## src/charger_map.vh

```
`ifndef CHARGER_MAP_VH
`define CHARGER_MAP_VH

// register offsets
`define OFS_CHG_CTRL      8'h01
`define OFS_CHG_CURRENT   8'h02
`define OFS_PRE_TERM      8'h03
`define OFS_BAT_VOLTAGE   8'h04

// reset values
`define RST_CHG_CURRENT   8'h91
`define RST_PRE_TERM      8'h12
`define RST_BAT_VOLTAGE   8'h40
`define RST_CHARGE_ALLOW  1'h1

// field positions
`define BIT_SWITCH_FULL   6
`define BIT_WDOG_KICK     6
`define BIT_CHARGE_ALLOW  4
`define FLD_FAST_HI       5
`define FLD_PRE_HI        7
`define FLD_PRE_LO        4
`define FLD_TERM_HI       3
`define FLD_VOLT_HI       7
`define FLD_VOLT_LO       3
`define FLD_TOPOFF_HI     2
`define FLD_TOPOFF_LO     1
`define BIT_RECHARGE      0

// field decode constants
`define FAST_LINEAR_MAX   6'h3B
`define FAST_MA_3C        11'h50A
`define FAST_MA_3D        11'h550
`define FAST_MA_3E        11'h596
`define FAST_MA_3F        11'h5DC
`define STEP_CODE_MAX     4'hC
`define VOLT_LUT_MAX      5'h08
`define VOLT_LIN_BASE     13'h10CC
`define VOLT_LIN_FIRST    5'h09
`define TOPOFF_STEP_MIN   6'h0F
`define RECHG_LOW_MV      8'h78
`define RECHG_HIGH_MV     8'hD2
`define SWITCH_FULL_CAP   5'h06

// timing
`define CLK_HZ            40000000
`define WDOG_TIME_S       40
`define WDOG_CYCLES       (`WDOG_TIME_S * `CLK_HZ)

`endif

```

## src/code_clamp.v

```verilog
`timescale 1ns/10ps
`default_nettype none

module code_clamp #(
   parameter [3:0] MAX_CODE = 4'hC
) (
   input  wire [3:0] code_in,  // raw field code
   output wire [8:0] ma_out    // (code + 1) * 20 mA after clamp
);

   wire [3:0] lim_code;
   wire [4:0] steps;

   assign lim_code = (code_in > MAX_CODE) ? MAX_CODE : code_in;
   assign steps    = {1'b0, lim_code} + 5'h01;
   assign ma_out   = {steps, 4'h0} + {2'h0, steps, 2'h0};

endmodule // code_clamp

`default_nettype wire

```

## src/i2c_target.v

```verilog
`timescale 1ns/10ps
`default_nettype none

module i2c_target #(
   parameter [6:0] DEV_ADDR = 7'h2A
) (
   input  wire       clk_sys_in,   // system clock
   input  wire       reset_in,     // sync reset, active high
   input  wire       scl_in,       // serial clock pin
   input  wire       sda_in,       // serial data pin level
   output reg        sda_oe_out,   // pull data low while high
   output reg        wr_out,       // one-cycle register write strobe
   output reg  [7:0] ptr_out,      // register pointer
   output reg  [7:0] wdata_out,    // write data
   input  wire [7:0] rdata_in      // read data at ptr_out
);

   localparam [3:0] S_IDLE  = 4'h0;
   localparam [3:0] S_ADDR  = 4'h1;
   localparam [3:0] S_ACK_A = 4'h2;
   localparam [3:0] S_PTR   = 4'h3;
   localparam [3:0] S_ACK_P = 4'h4;
   localparam [3:0] S_WDATA = 4'h5;
   localparam [3:0] S_ACK_W = 4'h6;
   localparam [3:0] S_RDATA = 4'h7;
   localparam [3:0] S_ACK_R = 4'h8;

   reg [1:0] scl_sync_q;
   reg [1:0] sda_sync_q;
   reg       scl_p_q;
   reg       sda_p_q;
   reg [3:0] state_q;
   reg [3:0] cnt_q;
   reg [7:0] sr_q;
   reg [7:0] tx_q;
   reg       rw_q;
   reg       nack_q;

   wire scl_s = scl_sync_q[1];
   wire sda_s = sda_sync_q[1];
   wire rise  = scl_s & ~scl_p_q;
   wire fall  = ~scl_s & scl_p_q;
   wire start = scl_s & scl_p_q & sda_p_q & ~sda_s;
   wire stop  = scl_s & scl_p_q & ~sda_p_q & sda_s;
   wire rx_st = (state_q == S_ADDR) | (state_q == S_PTR) |
                (state_q == S_WDATA);

   always @(posedge clk_sys_in) begin
      if (reset_in) begin
         scl_sync_q <= 2'h3;
         sda_sync_q <= 2'h3;
         scl_p_q    <= 1'b1;
         sda_p_q    <= 1'b1;
         state_q    <= S_IDLE;
         cnt_q      <= 4'h0;
         sr_q       <= 8'h00;
         tx_q       <= 8'h00;
         rw_q       <= 1'b0;
         nack_q     <= 1'b0;
         sda_oe_out <= 1'b0;
         wr_out     <= 1'b0;
         ptr_out    <= 8'h00;
         wdata_out  <= 8'h00;
      end else begin
         scl_sync_q <= {scl_sync_q[0], scl_in};
         sda_sync_q <= {sda_sync_q[0], sda_in};
         scl_p_q    <= scl_s;
         sda_p_q    <= sda_s;
         wr_out     <= 1'b0;
         if (stop) begin
            state_q    <= S_IDLE;
            sda_oe_out <= 1'b0;
         end else if (start) begin
            state_q    <= S_ADDR;
            cnt_q      <= 4'h0;
            sda_oe_out <= 1'b0;
         end else if (rise && rx_st) begin
            sr_q  <= {sr_q[6:0], sda_s};
            cnt_q <= cnt_q + 4'h1;
         end else if (rise && state_q == S_ACK_R) begin
            nack_q <= sda_s;
         end else if (fall) begin
            case (state_q)
               S_ADDR: begin
                  if (cnt_q == 4'h8) begin
                     if (sr_q[7:1] == DEV_ADDR) begin
                        rw_q       <= sr_q[0];
                        sda_oe_out <= 1'b1;
                        state_q    <= S_ACK_A;
                     end else begin
                        state_q <= S_IDLE;
                     end
                  end
               end
               S_PTR: begin
                  if (cnt_q == 4'h8) begin
                     ptr_out    <= sr_q;
                     sda_oe_out <= 1'b1;
                     state_q    <= S_ACK_P;
                  end
               end
               S_WDATA: begin
                  if (cnt_q == 4'h8) begin
                     wdata_out  <= sr_q;
                     wr_out     <= 1'b1;
                     sda_oe_out <= 1'b1;
                     state_q    <= S_ACK_W;
                  end
               end
               S_ACK_A, S_ACK_P, S_ACK_W: begin
                  cnt_q <= 4'h0;
                  if (state_q == S_ACK_W) begin
                     ptr_out <= ptr_out + 8'h01;
                  end
                  if (state_q == S_ACK_A && rw_q) begin
                     tx_q       <= rdata_in;
                     sda_oe_out <= ~rdata_in[7];
                     state_q    <= S_RDATA;
                  end else begin
                     sda_oe_out <= 1'b0;
                     state_q    <= (state_q == S_ACK_A) ? S_PTR : S_WDATA;
                  end
               end
               S_RDATA: begin
                  if (cnt_q == 4'h7) begin
                     // release for the controller's acknowledge
                     sda_oe_out <= 1'b0;
                     ptr_out    <= ptr_out + 8'h01;
                     state_q    <= S_ACK_R;
                  end else begin
                     tx_q       <= {tx_q[6:0], 1'b0};
                     sda_oe_out <= ~tx_q[6];
                     cnt_q      <= cnt_q + 4'h1;
                  end
               end
               S_ACK_R: begin
                  cnt_q <= 4'h0;
                  if (nack_q) begin
                     state_q <= S_IDLE;
                  end else begin
                     tx_q       <= rdata_in;
                     sda_oe_out <= ~rdata_in[7];
                     state_q    <= S_RDATA;
                  end
               end
               default: begin
                  state_q <= S_IDLE;
               end
            endcase
         end
      end
   end

endmodule // i2c_target

`default_nettype wire

```

## src/charge_setpoint_registers.v

```verilog
// How it works
// [RULE_01] 02h resets to 91h; reserved bit 7 powers up 1; all bits writable
// [RULE_02] 02h bits 5:0 fast charge current, 20 mA steps, default 340 mA
// [RULE_03] codes to 111011 linear up to 1180 mA; 111100 1290, 111101 1360 mA
// [RULE_04] codes 111110 and 111111 give 1430 mA and 1500 mA
// [RULE_05] a zero fast charge current disables charging
// [RULE_06] bit 6 at 02h forces full switch drive; above 700 mA always full
// [RULE_07] reset command and watchdog restore fields; bit 6 by command only
// [RULE_08] offset 03h resets to 12h, all bits writable
// [RULE_09] bits 7:4 precharge, 20 mA offset, 20 mA steps, default 40 mA
// [RULE_10] precharge codes above 1100 clamp to 260 mA
// [RULE_11] bits 3:0 termination current, default 60 mA, clamp at 260 mA
// [RULE_12] offset 04h resets to 40h, all bits writable
// [RULE_13] bits 7:3 voltage target, table up to 4.150 V, default 4.200 V
// [RULE_14] codes 01001 to 11111 run 4.300 V to 4.520 V in 10 mV steps
// [RULE_15] bits 2:1 top-off timer: off, 15, 30, 45 minutes
// [RULE_16] bit 0 recharge drop: 120 mV or 210 mV
// [RULE_17] charge only with enable pin low, charge allow set, current nonzero
// [RULE_18] host kicks watchdog by writing 1; device clears the bit after restart
`include "charger_map.vh"
`timescale 1ns/10ps
`default_nettype none

module charge_setpoint_registers #(
   parameter [31:0] WDOG_CYCLES = `WDOG_CYCLES,
   parameter [6:0]  DEV_ADDR    = 7'h2A  // arbitrary value
) (
   input  wire        clk_sys_in,                  // 40 MHz system clock
   input  wire        reset_in,                    // sync reset, active high
   input  wire        scl_in,                      // serial clock pin
   input  wire        sda_in,                      // serial data pin level
   output wire        sda_out,                     // data drive level
   output wire        sda_oe_out,                  // data pulled low
   input  wire        charge_enable_n_in,          // charge enable pin
   input  wire        reg_reset_cmd_in,            // register reset pulse
   input  wire [4:0]  input_current_cap_in,        // input limit code
   output reg  [10:0] fast_charge_current_out,     // mA
   output reg  [8:0]  precharge_current_out,       // mA
   output reg  [8:0]  termination_current_out,     // mA
   output reg  [12:0] charge_voltage_target_out,   // mV
   output reg  [5:0]  topoff_duration_out,         // minutes, 0 off
   output reg  [7:0]  recharge_drop_out,           // mV below target
   output reg         input_switch_full_drive_out, // full switch drive
   output reg         charge_enable_out,           // charger may run
   output reg         watchdog_expired_out         // one-cycle pulse
);

   reg  [7:0]  charge_current_limit_q;
   reg  [7:0]  precharge_termination_limit_q;
   reg  [7:0]  battery_voltage_limit_q;
   reg         charge_allow_q;
   reg         watchdog_kick_q;
   reg  [31:0] wdog_cnt_q;
   reg  [1:0]  ce_sync_q;
   reg  [7:0]  rdata;
   reg  [10:0] fast_ma;
   reg  [12:0] volt_mv;
   wire        bus_wr;
   wire [7:0]  bus_ptr;
   wire [7:0]  bus_wdata;
   wire [8:0]  pre_ma;
   wire [8:0]  term_ma;
   wire [5:0]  fast_code;
   wire [4:0]  volt_code;
   wire [1:0]  topoff_code;
   wire        wdog_fire;
   wire [12:0] volt_steps;
   wire [7:0]  rst_chg;

   assign sda_out     = 1'b0;
   assign fast_code   = charge_current_limit_q[`FLD_FAST_HI:0];
   assign volt_code   =
      battery_voltage_limit_q[`FLD_VOLT_HI:`FLD_VOLT_LO];
   assign topoff_code =
      battery_voltage_limit_q[`FLD_TOPOFF_HI:`FLD_TOPOFF_LO];
   assign wdog_fire   = (wdog_cnt_q == WDOG_CYCLES - 32'h1);
   assign volt_steps  = {8'h00, volt_code - `VOLT_LIN_FIRST};
   assign rst_chg     = `RST_CHG_CURRENT;

   i2c_target #(
      .DEV_ADDR (DEV_ADDR)
   ) u_i2c (
      .clk_sys_in (clk_sys_in),
      .reset_in   (reset_in),
      .scl_in     (scl_in),
      .sda_in     (sda_in),
      .sda_oe_out (sda_oe_out),
      .wr_out     (bus_wr),
      .ptr_out    (bus_ptr),
      .wdata_out  (bus_wdata),
      .rdata_in   (rdata)
   );

   code_clamp #(
      .MAX_CODE (`STEP_CODE_MAX)
   ) u_pre_clamp (
      .code_in (precharge_termination_limit_q[`FLD_PRE_HI:`FLD_PRE_LO]),
      .ma_out  (pre_ma)                                    // RULE_09
   );                                                      // RULE_10

   code_clamp #(
      .MAX_CODE (`STEP_CODE_MAX)
   ) u_term_clamp (
      .code_in (precharge_termination_limit_q[`FLD_TERM_HI:0]),
      .ma_out  (term_ma)                                   // RULE_11
   );

   // read mux; unmapped offsets read zero
   always @* begin
      if (bus_ptr == `OFS_CHG_CTRL) begin
         rdata = 8'h00;
         rdata[`BIT_WDOG_KICK]    = watchdog_kick_q;
         rdata[`BIT_CHARGE_ALLOW] = charge_allow_q;
      end else if (bus_ptr == `OFS_CHG_CURRENT) begin
         rdata = charge_current_limit_q;
      end else if (bus_ptr == `OFS_PRE_TERM) begin
         rdata = precharge_termination_limit_q;
      end else if (bus_ptr == `OFS_BAT_VOLTAGE) begin
         rdata = battery_voltage_limit_q;
      end else begin
         rdata = 8'h00;
      end
   end

   always @* begin
      if (fast_code <= `FAST_LINEAR_MAX) begin
         fast_ma = {1'b0, fast_code, 4'h0} +
                   {3'h0, fast_code, 2'h0};                      // RULE_02
      end else if (fast_code == 6'h3C) begin
         fast_ma = `FAST_MA_3C;                                  // RULE_03
      end else if (fast_code == 6'h3D) begin
         fast_ma = `FAST_MA_3D;                                  // RULE_03
      end else if (fast_code == 6'h3E) begin
         fast_ma = `FAST_MA_3E;                                  // RULE_04
      end else begin
         fast_ma = `FAST_MA_3F;                                  // RULE_04
      end
   end

   always @* begin
      case (volt_code)                                           // RULE_13
         5'h00:   volt_mv = 13'h0DB0;
         5'h01:   volt_mv = 13'h0E10;
         5'h02:   volt_mv = 13'h0E70;
         5'h03:   volt_mv = 13'h0ED8;
         5'h04:   volt_mv = 13'h0F40;
         5'h05:   volt_mv = 13'h0FA0;
         5'h06:   volt_mv = 13'h1004;
         5'h07:   volt_mv = 13'h1036;
         5'h08:   volt_mv = 13'h1068;
         default: volt_mv = `VOLT_LIN_BASE + {volt_steps[9:0], 3'h0}
                            + {volt_steps[11:0], 1'b0};         // RULE_14
      endcase
   end

   // register file: reset command beats watchdog, which beats a host write
   always @(posedge clk_sys_in) begin
      if (reset_in) begin
         charge_current_limit_q        <= `RST_CHG_CURRENT;   // RULE_01
         precharge_termination_limit_q <= `RST_PRE_TERM;      // RULE_08
         battery_voltage_limit_q       <= `RST_BAT_VOLTAGE;   // RULE_12
         charge_allow_q                <= `RST_CHARGE_ALLOW;
         watchdog_kick_q               <= 1'b0;
      end else if (reg_reset_cmd_in || wdog_fire) begin
         // reserved bit keeps its value; only power-on sets it
         if (reg_reset_cmd_in) begin
            charge_current_limit_q[`BIT_SWITCH_FULL] <=
               rst_chg[`BIT_SWITCH_FULL];                     // RULE_07
         end
         charge_current_limit_q[`FLD_FAST_HI:0] <=
            rst_chg[`FLD_FAST_HI:0];                          // RULE_07
         precharge_termination_limit_q <= `RST_PRE_TERM;      // RULE_07
         battery_voltage_limit_q       <= `RST_BAT_VOLTAGE;   // RULE_07
         charge_allow_q                <= `RST_CHARGE_ALLOW;
         watchdog_kick_q               <= 1'b0;
      end else begin
         // a kick lasts one cycle unless rewritten
         watchdog_kick_q <= 1'b0;                             // RULE_18
         if (bus_wr) begin
            if (bus_ptr == `OFS_CHG_CTRL) begin
               charge_allow_q  <= bus_wdata[`BIT_CHARGE_ALLOW];
               watchdog_kick_q <= bus_wdata[`BIT_WDOG_KICK];  // RULE_18
            end else if (bus_ptr == `OFS_CHG_CURRENT) begin
               charge_current_limit_q <= bus_wdata;           // RULE_01
            end else if (bus_ptr == `OFS_PRE_TERM) begin
               precharge_termination_limit_q <= bus_wdata;    // RULE_08
            end else if (bus_ptr == `OFS_BAT_VOLTAGE) begin
               battery_voltage_limit_q <= bus_wdata;          // RULE_12
            end
         end
      end
   end

   // count restarts on kick, reset command or expiry
   always @(posedge clk_sys_in) begin
      if (reset_in) begin
         wdog_cnt_q           <= 32'h0;
         watchdog_expired_out <= 1'b0;
      end else begin
         watchdog_expired_out <= wdog_fire;
         if (watchdog_kick_q || reg_reset_cmd_in || wdog_fire) begin
            wdog_cnt_q <= 32'h0;                              // RULE_18
         end else begin
            wdog_cnt_q <= wdog_cnt_q + 32'h1;
         end
      end
   end

   // the enable pin is asynchronous to this clock
   always @(posedge clk_sys_in) begin
      if (reset_in) begin
         ce_sync_q <= 2'h3;
      end else begin
         ce_sync_q <= {ce_sync_q[0], charge_enable_n_in};
      end
   end

   always @(posedge clk_sys_in) begin
      if (reset_in) begin
         fast_charge_current_out     <= 11'h000;
         precharge_current_out       <= 9'h000;
         termination_current_out     <= 9'h000;
         charge_voltage_target_out   <= 13'h0000;
         topoff_duration_out         <= 6'h00;
         recharge_drop_out           <= 8'h00;
         input_switch_full_drive_out <= 1'b0;
         charge_enable_out           <= 1'b0;
      end else begin
         fast_charge_current_out   <= fast_ma;
         precharge_current_out     <= pre_ma;
         termination_current_out   <= term_ma;
         charge_voltage_target_out <= volt_mv;
         topoff_duration_out       <=
            (topoff_code == 2'h3) ? 6'h2D :
            (topoff_code == 2'h2) ? 6'h1E :
            (topoff_code == 2'h1) ? `TOPOFF_STEP_MIN : 6'h00; // RULE_15
         recharge_drop_out <=
            battery_voltage_limit_q[`BIT_RECHARGE] ?
            `RECHG_HIGH_MV : `RECHG_LOW_MV;                   // RULE_16
         input_switch_full_drive_out <=
            charge_current_limit_q[`BIT_SWITCH_FULL] |
            (input_current_cap_in >= `SWITCH_FULL_CAP);       // RULE_06
         charge_enable_out <= ~ce_sync_q[1] & charge_allow_q &
                              (fast_code != 6'h00);           // RULE_17 RULE_05
      end
   end

endmodule // charge_setpoint_registers

`default_nettype wire

```

## config.mk

```make
export PLATFORM = sky130hd
export DESIGN_NAME = charge_setpoint_registers
export DESIGN_NICKNAME = d
export VERILOG_FILES = /design/src/code_clamp.v /design/src/i2c_target.v /design/src/charge_setpoint_registers.v
export VERILOG_INCLUDE_DIRS = /design/src
export SDC_FILE = /design/constraint.sdc
export NUM_CORES = 1
export LEC_CHECK = 0
export ABC_AREA = 1
export BUFFER_PORTS_ARGS = -buffer_cell sky130_fd_sc_hd__clkbuf_2
export CAP_MARGIN = 30
export CORE_UTILIZATION = 40
export CTS_CLUSTER_DIAMETER = 100
export DETAILED_ROUTE_END_ITERATION = 6
export SLEW_MARGIN = 20
export SYNTH_ARGS = -nofsm -noshare
export SYNTH_HDL_FRONTEND = slang
export SYNTH_HIERARCHICAL = 1
export SYNTH_SLANG_ARGS = --single-unit
```

## constraint.sdc

```tcl
create_clock -name clk_sys_in -period 3 [get_ports clk_sys_in]
set_clock_uncertainty 0.1 [all_clocks]
set_input_delay 0.75 -clock clk_sys_in [delete_from_list [all_inputs] [get_ports clk_sys_in]]
set_output_delay 0.75 -clock clk_sys_in [all_outputs]
set_load 0.05 [all_outputs]
```

==> results of run 1 <==
sequential cells by signal, indices dropped and copies added (netlist names), 4 cells and up:
signal / count
battery_voltage_limit_q: 8
charge_current_limit_q: 8
charge_voltage_target_out: 11
fast_charge_current_out: 10
precharge_current_out: 9
precharge_termination_limit_q: 8
termination_current_out: 9
topoff_duration_out: 5
u_i2c/cnt_q: 4
u_i2c/ptr_out: 8
u_i2c/sr_q: 8
u_i2c/state_q: 4
u_i2c/tx_q: 7
u_i2c/wdata_out: 8
wdog_cnt_q: 32
how the worst min path moves through the flow:
stage | startpoint | to | slack (ps) | depth (start not counted)
2_1_floorplan | ce_sync_q[0] | ce_sync_q[1] | 290 | 1
3_3_place_gp | u_i2c/sda_sync_q[0] | u_i2c/sda_sync_q[1] | 290 | 1
3_5_place_dp | u_i2c/scl_sync_q[0] | u_i2c/scl_sync_q[1] | 300 | 1
4_1_cts | ce_sync_q[0] | ce_sync_q[1] | 310 | 1
5_1_grt | ce_sync_q[0] | ce_sync_q[1] | 330 | 1
6_report | u_i2c/sda_sync_q[0] | u_i2c/sda_sync_q[1] | 310 | 1
worst max-delay path, cell delays in order (launching register included):
cell and delay [ps]:
dfxtp_1 410, inv_1 180, ha_1 260, xnor2_1 300, xor2_1 120, ha_1 220, fa_1 410, nand3_1 100
nand2_1 80, xor2_1 140, o21ai_0 160, nor2_1 50
cell families (layout without fill, tap and decap cells):
logic type,count (synthesis),count (layout),share of synthesized area
AOI/OAI and AO/OA,130,130,0.0887
xor gates and xnor gates,29,29,0.0306
adders and majority gates,33,33,0.0533
buffers and inverters,196,265,0.101
DFF,159,159,0.383
other,3,9,0.00136
and+or+nand+nor,633,633,0.342
area by class of cell:
type | instances | share of cell area
timing repair buffer | 70 | 0.0385
inverter | 163 | 0.0650
multi-input combinational | 834 | 0.458
tap | 270 | 0.0359
clock buffer | 19 | 0.0481
sequential | 159 | 0.338
clock inverter | 13 | 0.0162
cell usage in the layout (no fill, tap or decap), types with 5 or more instances in the layout:
cell,count
a21oi_1,69
buf_4,5
clkbuf_16,17
clkbuf_2,65
conb_1,9
dfxtp_1,159
ha_1,29
inv_1,151
inv_2,8
nand2_1,288
nand2_2,17
nand2_4,6
nand3_1,58
nand3_2,5
nand3b_1,10
nand4_1,16
nor2_1,176
nor2_2,6
nor2_4,10
nor3_1,24
o211ai_1,7
o21ai_0,32
or2_2,9
xnor2_1,8
xor2_1,21
power by group through the flow:
stage / Combinational (mW) / Clock, mW / Sequential [mW]
2_1_floorplan: 0.147 / 0 / 2.26
3_3_place_gp: 0.238 / 0 / 2.20
3_5_place_dp: 0.239 / 0 / 2.20
4_1_cts: 0.239 / 2.27 / 2.16
5_1_grt: 0.260 / 2.36 / 2.16
6_report: 0.238 / 2.22 / 2.16
through the flow:
stage,power [mW],hold slack [ps],instance area [µm²],util
after global placement,2.44,292,8810,0.434
after global routing,4.78,330,9410,0.464
after detailed placement,2.44,299,8810,0.434
after floorplan,2.40,289,8330,-
after CTS,4.67,314,9410,0.464
final,4.61,309,9410,0.464
routing by layer:
metal | track usage | vias up | wire (µm)
li1 | - | 3837 | -
met1 | 0.243 | 3228 | 9240
met2 | 0.292 | 121 | 8430
met3 | 0.0297 | 24 | 587
met4 | 0.0734 | 0 | 332
met5 | 0 | - | 0
==> impl_metrics.env, run 1 <==
export IMPL_status="finished, final reports clean"
export IMPL_synth_area_leaders="dfxtp_1 (38%), nand2_1 (13%), nor2_1 (8.0%)"
export IMPL_antenna_found_initial=0
export IMPL_grt_max_degree=35
export IMPL_nets=1289
export IMPL_cts_root_buffer="clkbuf_16"
export IMPL_drive_above_1_share=0.134
export IMPL_hold_class="flop to flop"
export IMPL_worst_slew_pin_slew_ps=590
export IMPL_p_leak_nw=3.98
export IMPL_drt_pass1_iter_count=5
export IMPL_row_count=52
export IMPL_die_h_um=146
export IMPL_diodes=0
export IMPL_ant_nets=0
export IMPL_period_needed_ps=2620
export IMPL_vias=7210
export IMPL_overflow=0
export IMPL_critical_path_class="flop to flop"
export IMPL_synth_edf_count=0
export IMPL_max_freq_mhz=382
export IMPL_syn_avg_cell_area_um2=7.02
export IMPL_crit_end="charge_voltage_target_out[7]"
export IMPL_ios=72
export IMPL_cts_buffer_depth=2
export IMPL_syn_area_um2=8310
export IMPL_synth_warning_count=6
export IMPL_start_util=0.409
export IMPL_setup_viol=0
export IMPL_numCtsBuffers=17
export IMPL_cts_htree_levels=4
export IMPL_switchingPower_mw=1.13
export IMPL_hold_viol=0
export IMPL_cts_resized=0
export IMPL_cts_tree="built"
export IMPL_synth_top_cell_area_share=0.383
export IMPL_ys_types=42
export IMPL_multi_input_area_um2=4310
export IMPL_slew_viol_final=0
export IMPL_hpwl_um=13800
export IMPL_p_clk_frac=0.481
export IMPL_end_kind="flop"
export IMPL_via_per_inst=4.72
export IMPL_routed_wl_um=18600
export IMPL_ys_top_cells_by_count="nand2_1 (288), nor2_1 (176), dfxtp_1 (159), inv_1 (151), a21oi_1 (69)"
export IMPL_ys_ff_latch=159
export IMPL_seq_area_um2=3180
export IMPL_post_cts_buffers=0
export IMPL_setup_tns_final_ps=0
export IMPL_powerDensity_nw_per_um2=490
export IMPL_synthFlopType="dfxtp_1"
export IMPL_synth_most_common_cell="nand2_1"
export IMPL_drc=0
export IMPL_ys_seq_area_frac=0.383
export IMPL_finalCritPeriodShare=0.873
export IMPL_clk_latency_ps=430
export IMPL_grt_use_total=0.182
export IMPL_cts_num_sinks=159
export IMPL_grt_pass1_wl_um=31400
export IMPL_core_um2=20300
export IMPL_slew_headroom=0.604
export IMPL_portBuffers=65
export IMPL_worstRegToRegCells=11
export IMPL_stdcell_count=1528
export IMPL_r2r_end="charge_voltage_target_out[7]"
export IMPL_switching_share=0.245
export IMPL_yosysTopAreaCell="dfxtp_1"
export IMPL_first_global_vias=6633
export IMPL_synthCells=1183
export IMPL_cp_data_arrival_time_ps=2840
export IMPL_required_ps=3220
export IMPL_drv_cap=0
export IMPL_p_int_mw=3.48
export IMPL_area_growth_pct=13.3
export IMPL_grt_setup_unrepaired="false"
export IMPL_fill_cells=2068
export IMPL_cp_max_fo=7
export IMPL_die_x_um=146
export IMPL_preCtsSetupSlack_ps=376
export IMPL_async_flop_share=0
export IMPL_avgRoutedWirePerCell_um=12.2
export IMPL_clkTransAtPathRegs_ps=60
export IMPL_drtIter0Drc=385
export IMPL_die_area_um2=21300
export IMPL_worstReg2RegStart="battery_voltage_limit_q[3]"
export IMPL_critPathLaunch="battery_voltage_limit_q[3]"
export IMPL_cts_hold_buffers_added=0
export IMPL_power_frac_seq=0.468
export IMPL_setup_slack_ps=380
export IMPL_place_gp_congestion=0.891
export IMPL_place_inst=1496
export IMPL_r2r_setup_slack_ps=380
export IMPL_vdd_drop_max_uv=351
export IMPL_share_comb_of_total_power=0.052
export IMPL_setup_worst_path_start_class="flop"
Power figures use the tool's default switching activity.
==> run 2: changes to the inputs <==
SYNTH_HIERARCHICAL = unset   (was 1)
==> run 2 against run 1 <==
Via count is 0.87% lower. Largest cell class unchanged. Utilization is 0.29 points higher. Routed wire length up 0.83%. Area after synthesis is 3.5% lower. Fmax down 5.0%. Final cell count is 2.9% lower. Die area decreased by 3.4%. Sequential cell count down 4. Clock-buffer cell count grew 2. Setup slack got worse by 140 ps. Synthesized cell count down 2.9%. Non-clock buffer count is 2 lower.
==> impl_metrics.env, run 2 <==
export IMPL_max_freq_mhz=362
export IMPL_cts_resized=0
export IMPL_setup_tns_final_ps=0
export IMPL_grt_util_met1=0.250
export IMPL_grt_pass1_wl_um=31200
export IMPL_preCtsSetupSlack_ps=284
export IMPL_drive_above_1_share=0.116
export IMPL_ys_ff_latch=155
export IMPL_syn_avg_cell_area_um2=6.98
export IMPL_place_gp_congestion=0.870
export IMPL_ys_top_cells_by_count="nand2_1 (275), nor2_1 (170), dfxtp_1 (155), inv_1 (129), a21oi_1 (81)"
export IMPL_cts_hold_buffers_added=0
export IMPL_drtIter0Drc=403
export IMPL_start_util=0.411
export IMPL_antenna_found_initial=0
export IMPL_async_flop_share=0
export IMPL_setup_worst_path_start_class="flop"
export IMPL_slew_headroom=0.610
export IMPL_drv_cap=0
export IMPL_cts_root_buffer="clkbuf_16"
export IMPL_setup_viol=0
export IMPL_clkTransAtPathRegs_ps=60
export IMPL_hold_class="flop to flop"
export IMPL_end_kind="flop"
export IMPL_ys_seq_area_frac=0.387
export IMPL_vdd_drop_max_uv=368
export IMPL_cpMostUsedCell="ha_1"
export IMPL_synth_edf_count=0
export IMPL_yosysTopAreaCell="dfxtp_1"
export IMPL_crit_slowest_cell="dfxtp_1"
export IMPL_hpwl_um=14000
export IMPL_cts_num_sinks=155
export IMPL_cp_max_fo=7
export IMPL_grt_setup_unrepaired="false"
export IMPL_row_count=51
export IMPL_drt_pass1_iter_count=6
export IMPL_cts_tree="built"
export IMPL_portBuffers=61
export IMPL_finalCritPeriodShare=0.920
export IMPL_numCtsBuffers=17
export IMPL_p_leak_nw=3.96
export IMPL_largest_register="wdog_cnt_q"
export IMPL_overflow=0
export IMPL_die_x_um=144
export IMPL_period_needed_ps=2760
export IMPL_clk_latency_ps=420
export IMPL_area_growth_pct=13.6
export IMPL_required_ps=3190
export IMPL_gr_usage_met3=0.0380
export IMPL_vias=7147
export IMPL_synth_most_common_cell="nand2_1"
export IMPL_via_per_inst=4.82
export IMPL_post_cts_buffers=0
export IMPL_status="finished, final reports clean"
export IMPL_ant_nets=0
export IMPL_worst_slew_pin_slew_ps=583
export IMPL_drc=0
export IMPL_ys_types=44
export IMPL_synth_area_leaders="dfxtp_1 (39%), nand2_1 (13%), nor2_1 (8.0%)"
export IMPL_cts_buffer_depth=2
export IMPL_cts_htree_levels=4
export IMPL_core_um2=19500
export IMPL_reg_top3="wdog_cnt_q (32), charge_voltage_target_out (11), fast_charge_current_out (10)"
export IMPL_die_h_um=144
export IMPL_synth_top_cell_area_share=0.387
export IMPL_setup_slack_ps=241
export IMPL_grt_use_total=0.192
export IMPL_die_area_um2=20600
export IMPL_routed_wl_um=18700
export IMPL_busiest_layer="met2"
export IMPL_final_cell_mix="nand2_1 (275), nor2_1 (170), dfxtp_1 (155)"
export IMPL_nets=1255
export IMPL_synthCells=1149
export IMPL_slew_viol_final=0
export IMPL_grtUsageMet2=0.321
export IMPL_avgRoutedWirePerCell_um=12.6
export IMPL_hold_viol=0
export IMPL_first_global_vias=6591
export IMPL_final_common_cell="nand2_1"
export IMPL_powerDensity_nw_per_um2=495
export IMPL_synth_warning_count=0
export IMPL_cp_data_arrival_time_ps=2950
export IMPL_ios=72
export IMPL_grt_max_degree=38
export IMPL_syn_area_um2=8020
export IMPL_diodes=0
export IMPL_critical_path_class="flop to flop"
export IMPL_path_cells="inv_1 -> ha_1 -> xnor2_1 -> ha_1 -> inv_1 -> ha_1 -> fa_1 -> a21oi_1 -> nor3_1 -> a21oi_1 -> nor2_1"
export IMPL_max_stage_delay_ps=460
export IMPL_largest_register_ffs=32
export IMPL_synthFlopType="dfxtp_1"
==> run 2: cell type report <==
cell class                      count  area (µm²)
Clock buffer                       21         450
Clock inverter                     10         143
Fill cell                        2010       10400
Inverter                          134         503
Multi-Input combinational cell    830        4210
Sequential cell                   155        3100
Tap cell                          265         332
Timing Repair Buffer               68         370
==> run 2: routing by layer <==
| layer | share of wire | vias up |
|---|---|---|
| li1 | - | 3765 |
| met1 | 0.48 | 3214 |
| met2 | 0.47 | 152 |
| met3 | 0.039 | 16 |
| met4 | 0.011 | 0 |
| met5 | 0 | - |
==> run 2: logic make-up after synthesis <==
group	synth area share
simple gates	0.321
flops	0.387
buf+inv	0.0916
xor+xnor	0.0339
other cells	0.000468
fa+ha+maj	0.0630
compound gates	0.103
==> run 2: worst max-delay path: cells and delay by family (launching register included) <==
family | cells | cell delay (ps)
DFF | 1 | 460
and+or+nand+nor | 2 | 140
xor gates and xnor gates | 1 | 170
buffers and inverters | 2 | 210
AOI/OAI and AO/OA | 2 | 380
adders and majority gates | 4 | 1150
==> run 2: stage by stage <==
step                      hold slack [ps]  total power [mW]  instance area (µm²)  cells   util
after detailed placement              298              2.37                 8520   1452  0.436
final                                 313              4.51                 9110   1483  0.467
after global placement                291              2.37                 8520   1452  0.436
after floorplan                       289              2.33                 8050   1157      -
after global routing                  334              4.68                 9110   1483  0.467
after CTS                             316              4.56                 9110   1483  0.467
==> run 2: worst paths after layout <==
kind / startpoint / to / slack [ps] / cells past startpoint
min reg2reg: u_i2c.sda_sync_q[0] / u_i2c.sda_sync_q[1] / 310 / 1
min: u_i2c.sda_sync_q[0] / u_i2c.sda_sync_q[1] / 310 / 1
max: battery_voltage_limit_q[3] / charge_voltage_target_out[9] / 240 / 11
max reg2reg: battery_voltage_limit_q[3] / charge_voltage_target_out[9] / 240 / 11
==> run 2: report_power, final <==
| part | total [mW] | internal, mW | leakage [nW] | switching (mW) |
|---|---|---|---|---|
| logic | 0.226 | 0.0541 | 2.42 | 0.171 |
| registers | 2.10 | 2.08 | 1.26 | 0.0134 |
| clock network | 2.18 | 1.33 | 0.287 | 0.853 |
==> run 3: changes to the inputs <==
CTS_BUF_LIST = sky130_fd_sc_hd__clkbuf_16   (was unset)
clock period = 2.6 ns   (was 3 ns; I/O delays follow)
==> run 3 against run 2 <==
Final area grew 0.21%. Fmax grew 14%. Setup slack lost 68 ps. Die area is the same. First-iteration DRC count grew 7.2%. Utilization grew 0.096 points. Final cell count grew 0.34%. Clock-buffer cell count shrank 4.
==> impl_metrics.env, run 3 (synthesis results as in run 2) <==
export IMPL_status="finished, final reports clean"
export IMPL_hpwl_um=14000
export IMPL_setup_worst_path_start_class="flop"
export IMPL_clk_latency_ps=430
export IMPL_vias=7136
export IMPL_setup_viol=0
export IMPL_hold_class="input port to flop"
export IMPL_portBuffers=61
export IMPL_cts_num_sinks=155
export IMPL_top_layer_used="met4"
export IMPL_hp_start="sda_in"
export IMPL_switching_share=0.246
export IMPL_dr_wl_met3_um=796
export IMPL_setup_tns_final_ps=0
export IMPL_first_global_vias=6515
export IMPL_drt_pass1_iter_count=5
export IMPL_nets=1260
export IMPL_die_h_um=144
export IMPL_p_int_mw=3.78
export IMPL_area_growth_pct=13.9
export IMPL_final_cell_area_um2=9130
export IMPL_power_frac_seq=0.483
export IMPL_grt_max_degree=47
export IMPL_p_clk_frac=0.465
export IMPL_r2r_end="charge_voltage_target_out[9]"
export IMPL_worstRegToRegCells=11
export IMPL_routed_wl_um=18800
export IMPL_slew_viol_final=0
export IMPL_cts_tree="built"
export IMPL_numCtsBuffers=17
export IMPL_placed_area_um2=8550
export IMPL_clkTransAtPathRegs_ps=60
export IMPL_drv_cap=0
export IMPL_diodes=0
export IMPL_cp_max_fo=3
export IMPL_final_cell_mix="nand2_1 (275), nor2_1 (170), dfxtp_1 (155)"
export IMPL_share_comb_of_total_power=0.052
export IMPL_cp_data_arrival_time_ps=2630
export IMPL_powerDensity_nw_per_um2=549
export IMPL_final_common_cell="nand2_1"
export IMPL_largest_register="wdog_cnt_q"
export IMPL_place_gp_congestion=0.892
export IMPL_max_freq_mhz=412
export IMPL_ios=72
export IMPL_period_needed_ps=2430
export IMPL_die_x_um=144
export IMPL_drc=0
export IMPL_drtIter0Drc=432
export IMPL_min_path_cells=2
export IMPL_cts_root_buffer="clkbuf_16"
export IMPL_drive_above_1_share=0.123
export IMPL_min_to="u_i2c.sda_sync_q[0]"
export IMPL_worst_slew_pin_slew_ps=570
export IMPL_grt_pass1_wl_um=31500
export IMPL_largest_register_ffs=32
export IMPL_ant_nets=0
export IMPL_cts_htree_levels=4
export IMPL_worstReg2RegStart="battery_voltage_limit_q[4]"
export IMPL_p_leak_nw=3.96
export IMPL_switchingPower_mw=1.23
export IMPL_vdd_drop_max_uv=408
export IMPL_end_kind="flop"
export IMPL_critical_path_class="flop to flop"
export IMPL_via_per_inst=4.80
export IMPL_finalCritPeriodShare=0.934
export IMPL_row_count=51
export IMPL_die_area_um2=20600
export IMPL_required_ps=2800
export IMPL_met1Wirelength_um=8820
export IMPL_hold_viol=0
export IMPL_start_util=0.411
export IMPL_antenna_found_initial=0
export IMPL_r2r_setup_slack_ps=170
export IMPL_grt_use_total=0.194
export IMPL_slew_headroom=0.619
export IMPL_cts_buffer_depth=2
export IMPL_avgRoutedWirePerCell_um=12.7
export IMPL_total_power_mw=5.01
export IMPL_core_um2=19500
export IMPL_overflow=0
export IMPL_reg_top3="wdog_cnt_q (32), charge_voltage_target_out (11), fast_charge_current_out (10)"
export IMPL_finalCoreUtilization=0.468
export IMPL_wl_met2_um=8900
## run 3: changes by cell type in the layout (fill, tap and decap cells not counted), moves of 2 or more
| cell | change |
|---|---|
| a21oi_1 | -2 |
| clkinv_1 | +2 |
| bufinv_16 | -2 |
| buf_4 | +5 |
| clkbuf_1 | -3 |
| clkinvlp_4 | +3 |
## run 3: metal layers
layer | track usage | vias to the layer above
met5 | 0 | -
met4 | 0.0655 | 0
met3 | 0.0370 | 29
met2 | 0.321 | 156
met1 | 0.251 | 3188
li1 | - | 3763
## run 3: final cells by class
cell class / count / area [µm²]
fillers: 2025 / 10400
clock inverters: 14 / 124
multi-input cells: 830 / 4240
well taps: 265 / 332
clock buffers: 17 / 425
inverters: 134 / 503
flip-flops and latches: 155 / 3100
repair buffers: 73 / 408
## run 3: repair_timing
action | in CTS | in global routing
gates resized for setup | 0 | 5
hold buffers | 0 | 0
buffers inserted | 0 | 1
setup endpoints to repair | 0 | 2
endpoints found under the hold margin | 0 | 0
## run 3: how the worst max path moves through the flow
stage                                           from                            to  cells past startpoint  slack (ps)
after floorplan           battery_voltage_limit_q[3]  charge_voltage_target_out[7]                     13         130
after global placement    battery_voltage_limit_q[4]  charge_voltage_target_out[7]                     13         160
after detailed placement  battery_voltage_limit_q[4]  charge_voltage_target_out[9]                     11         100
after CTS                 battery_voltage_limit_q[4]  charge_voltage_target_out[9]                     11          80
after global routing      battery_voltage_limit_q[4]  charge_voltage_target_out[7]                     13          -8
final                     battery_voltage_limit_q[4]  charge_voltage_target_out[9]                     11         170
## run 3: critical path: stages (launching register included)
cell and delay (ps):
dfxtp_1 330, inv_1 70, ha_1 230, xnor2_2 170, ha_1 290, inv_1 40
ha_1 200, fa_2 390, a21oi_4 190, nor3_1 80, a21oi_1 160, nor2_1 50
## run 3: metrics by stage
step | std cells | setup slack [ps] | hold slack (ps)
global placement | 1456 | 156 | 292
global route | 1488 | -7.63 | 279
floorplan | 1157 | 131 | 289
detailed placement | 1456 | 103 | 295
finish | 1488 | 172 | 296
CTS | 1487 | 83.7 | 280
## run 3: power groups by stage
stage / Combinational, mW / Sequential, mW / Clock (mW)
global route: 0.287 / 2.42 / 2.51
global placement: 0.260 / 2.47 / 0
detailed placement: 0.261 / 2.47 / 0
CTS: 0.262 / 2.42 / 2.39
finish: 0.260 / 2.42 / 2.33
floorplan: 0.165 / 2.52 / 0
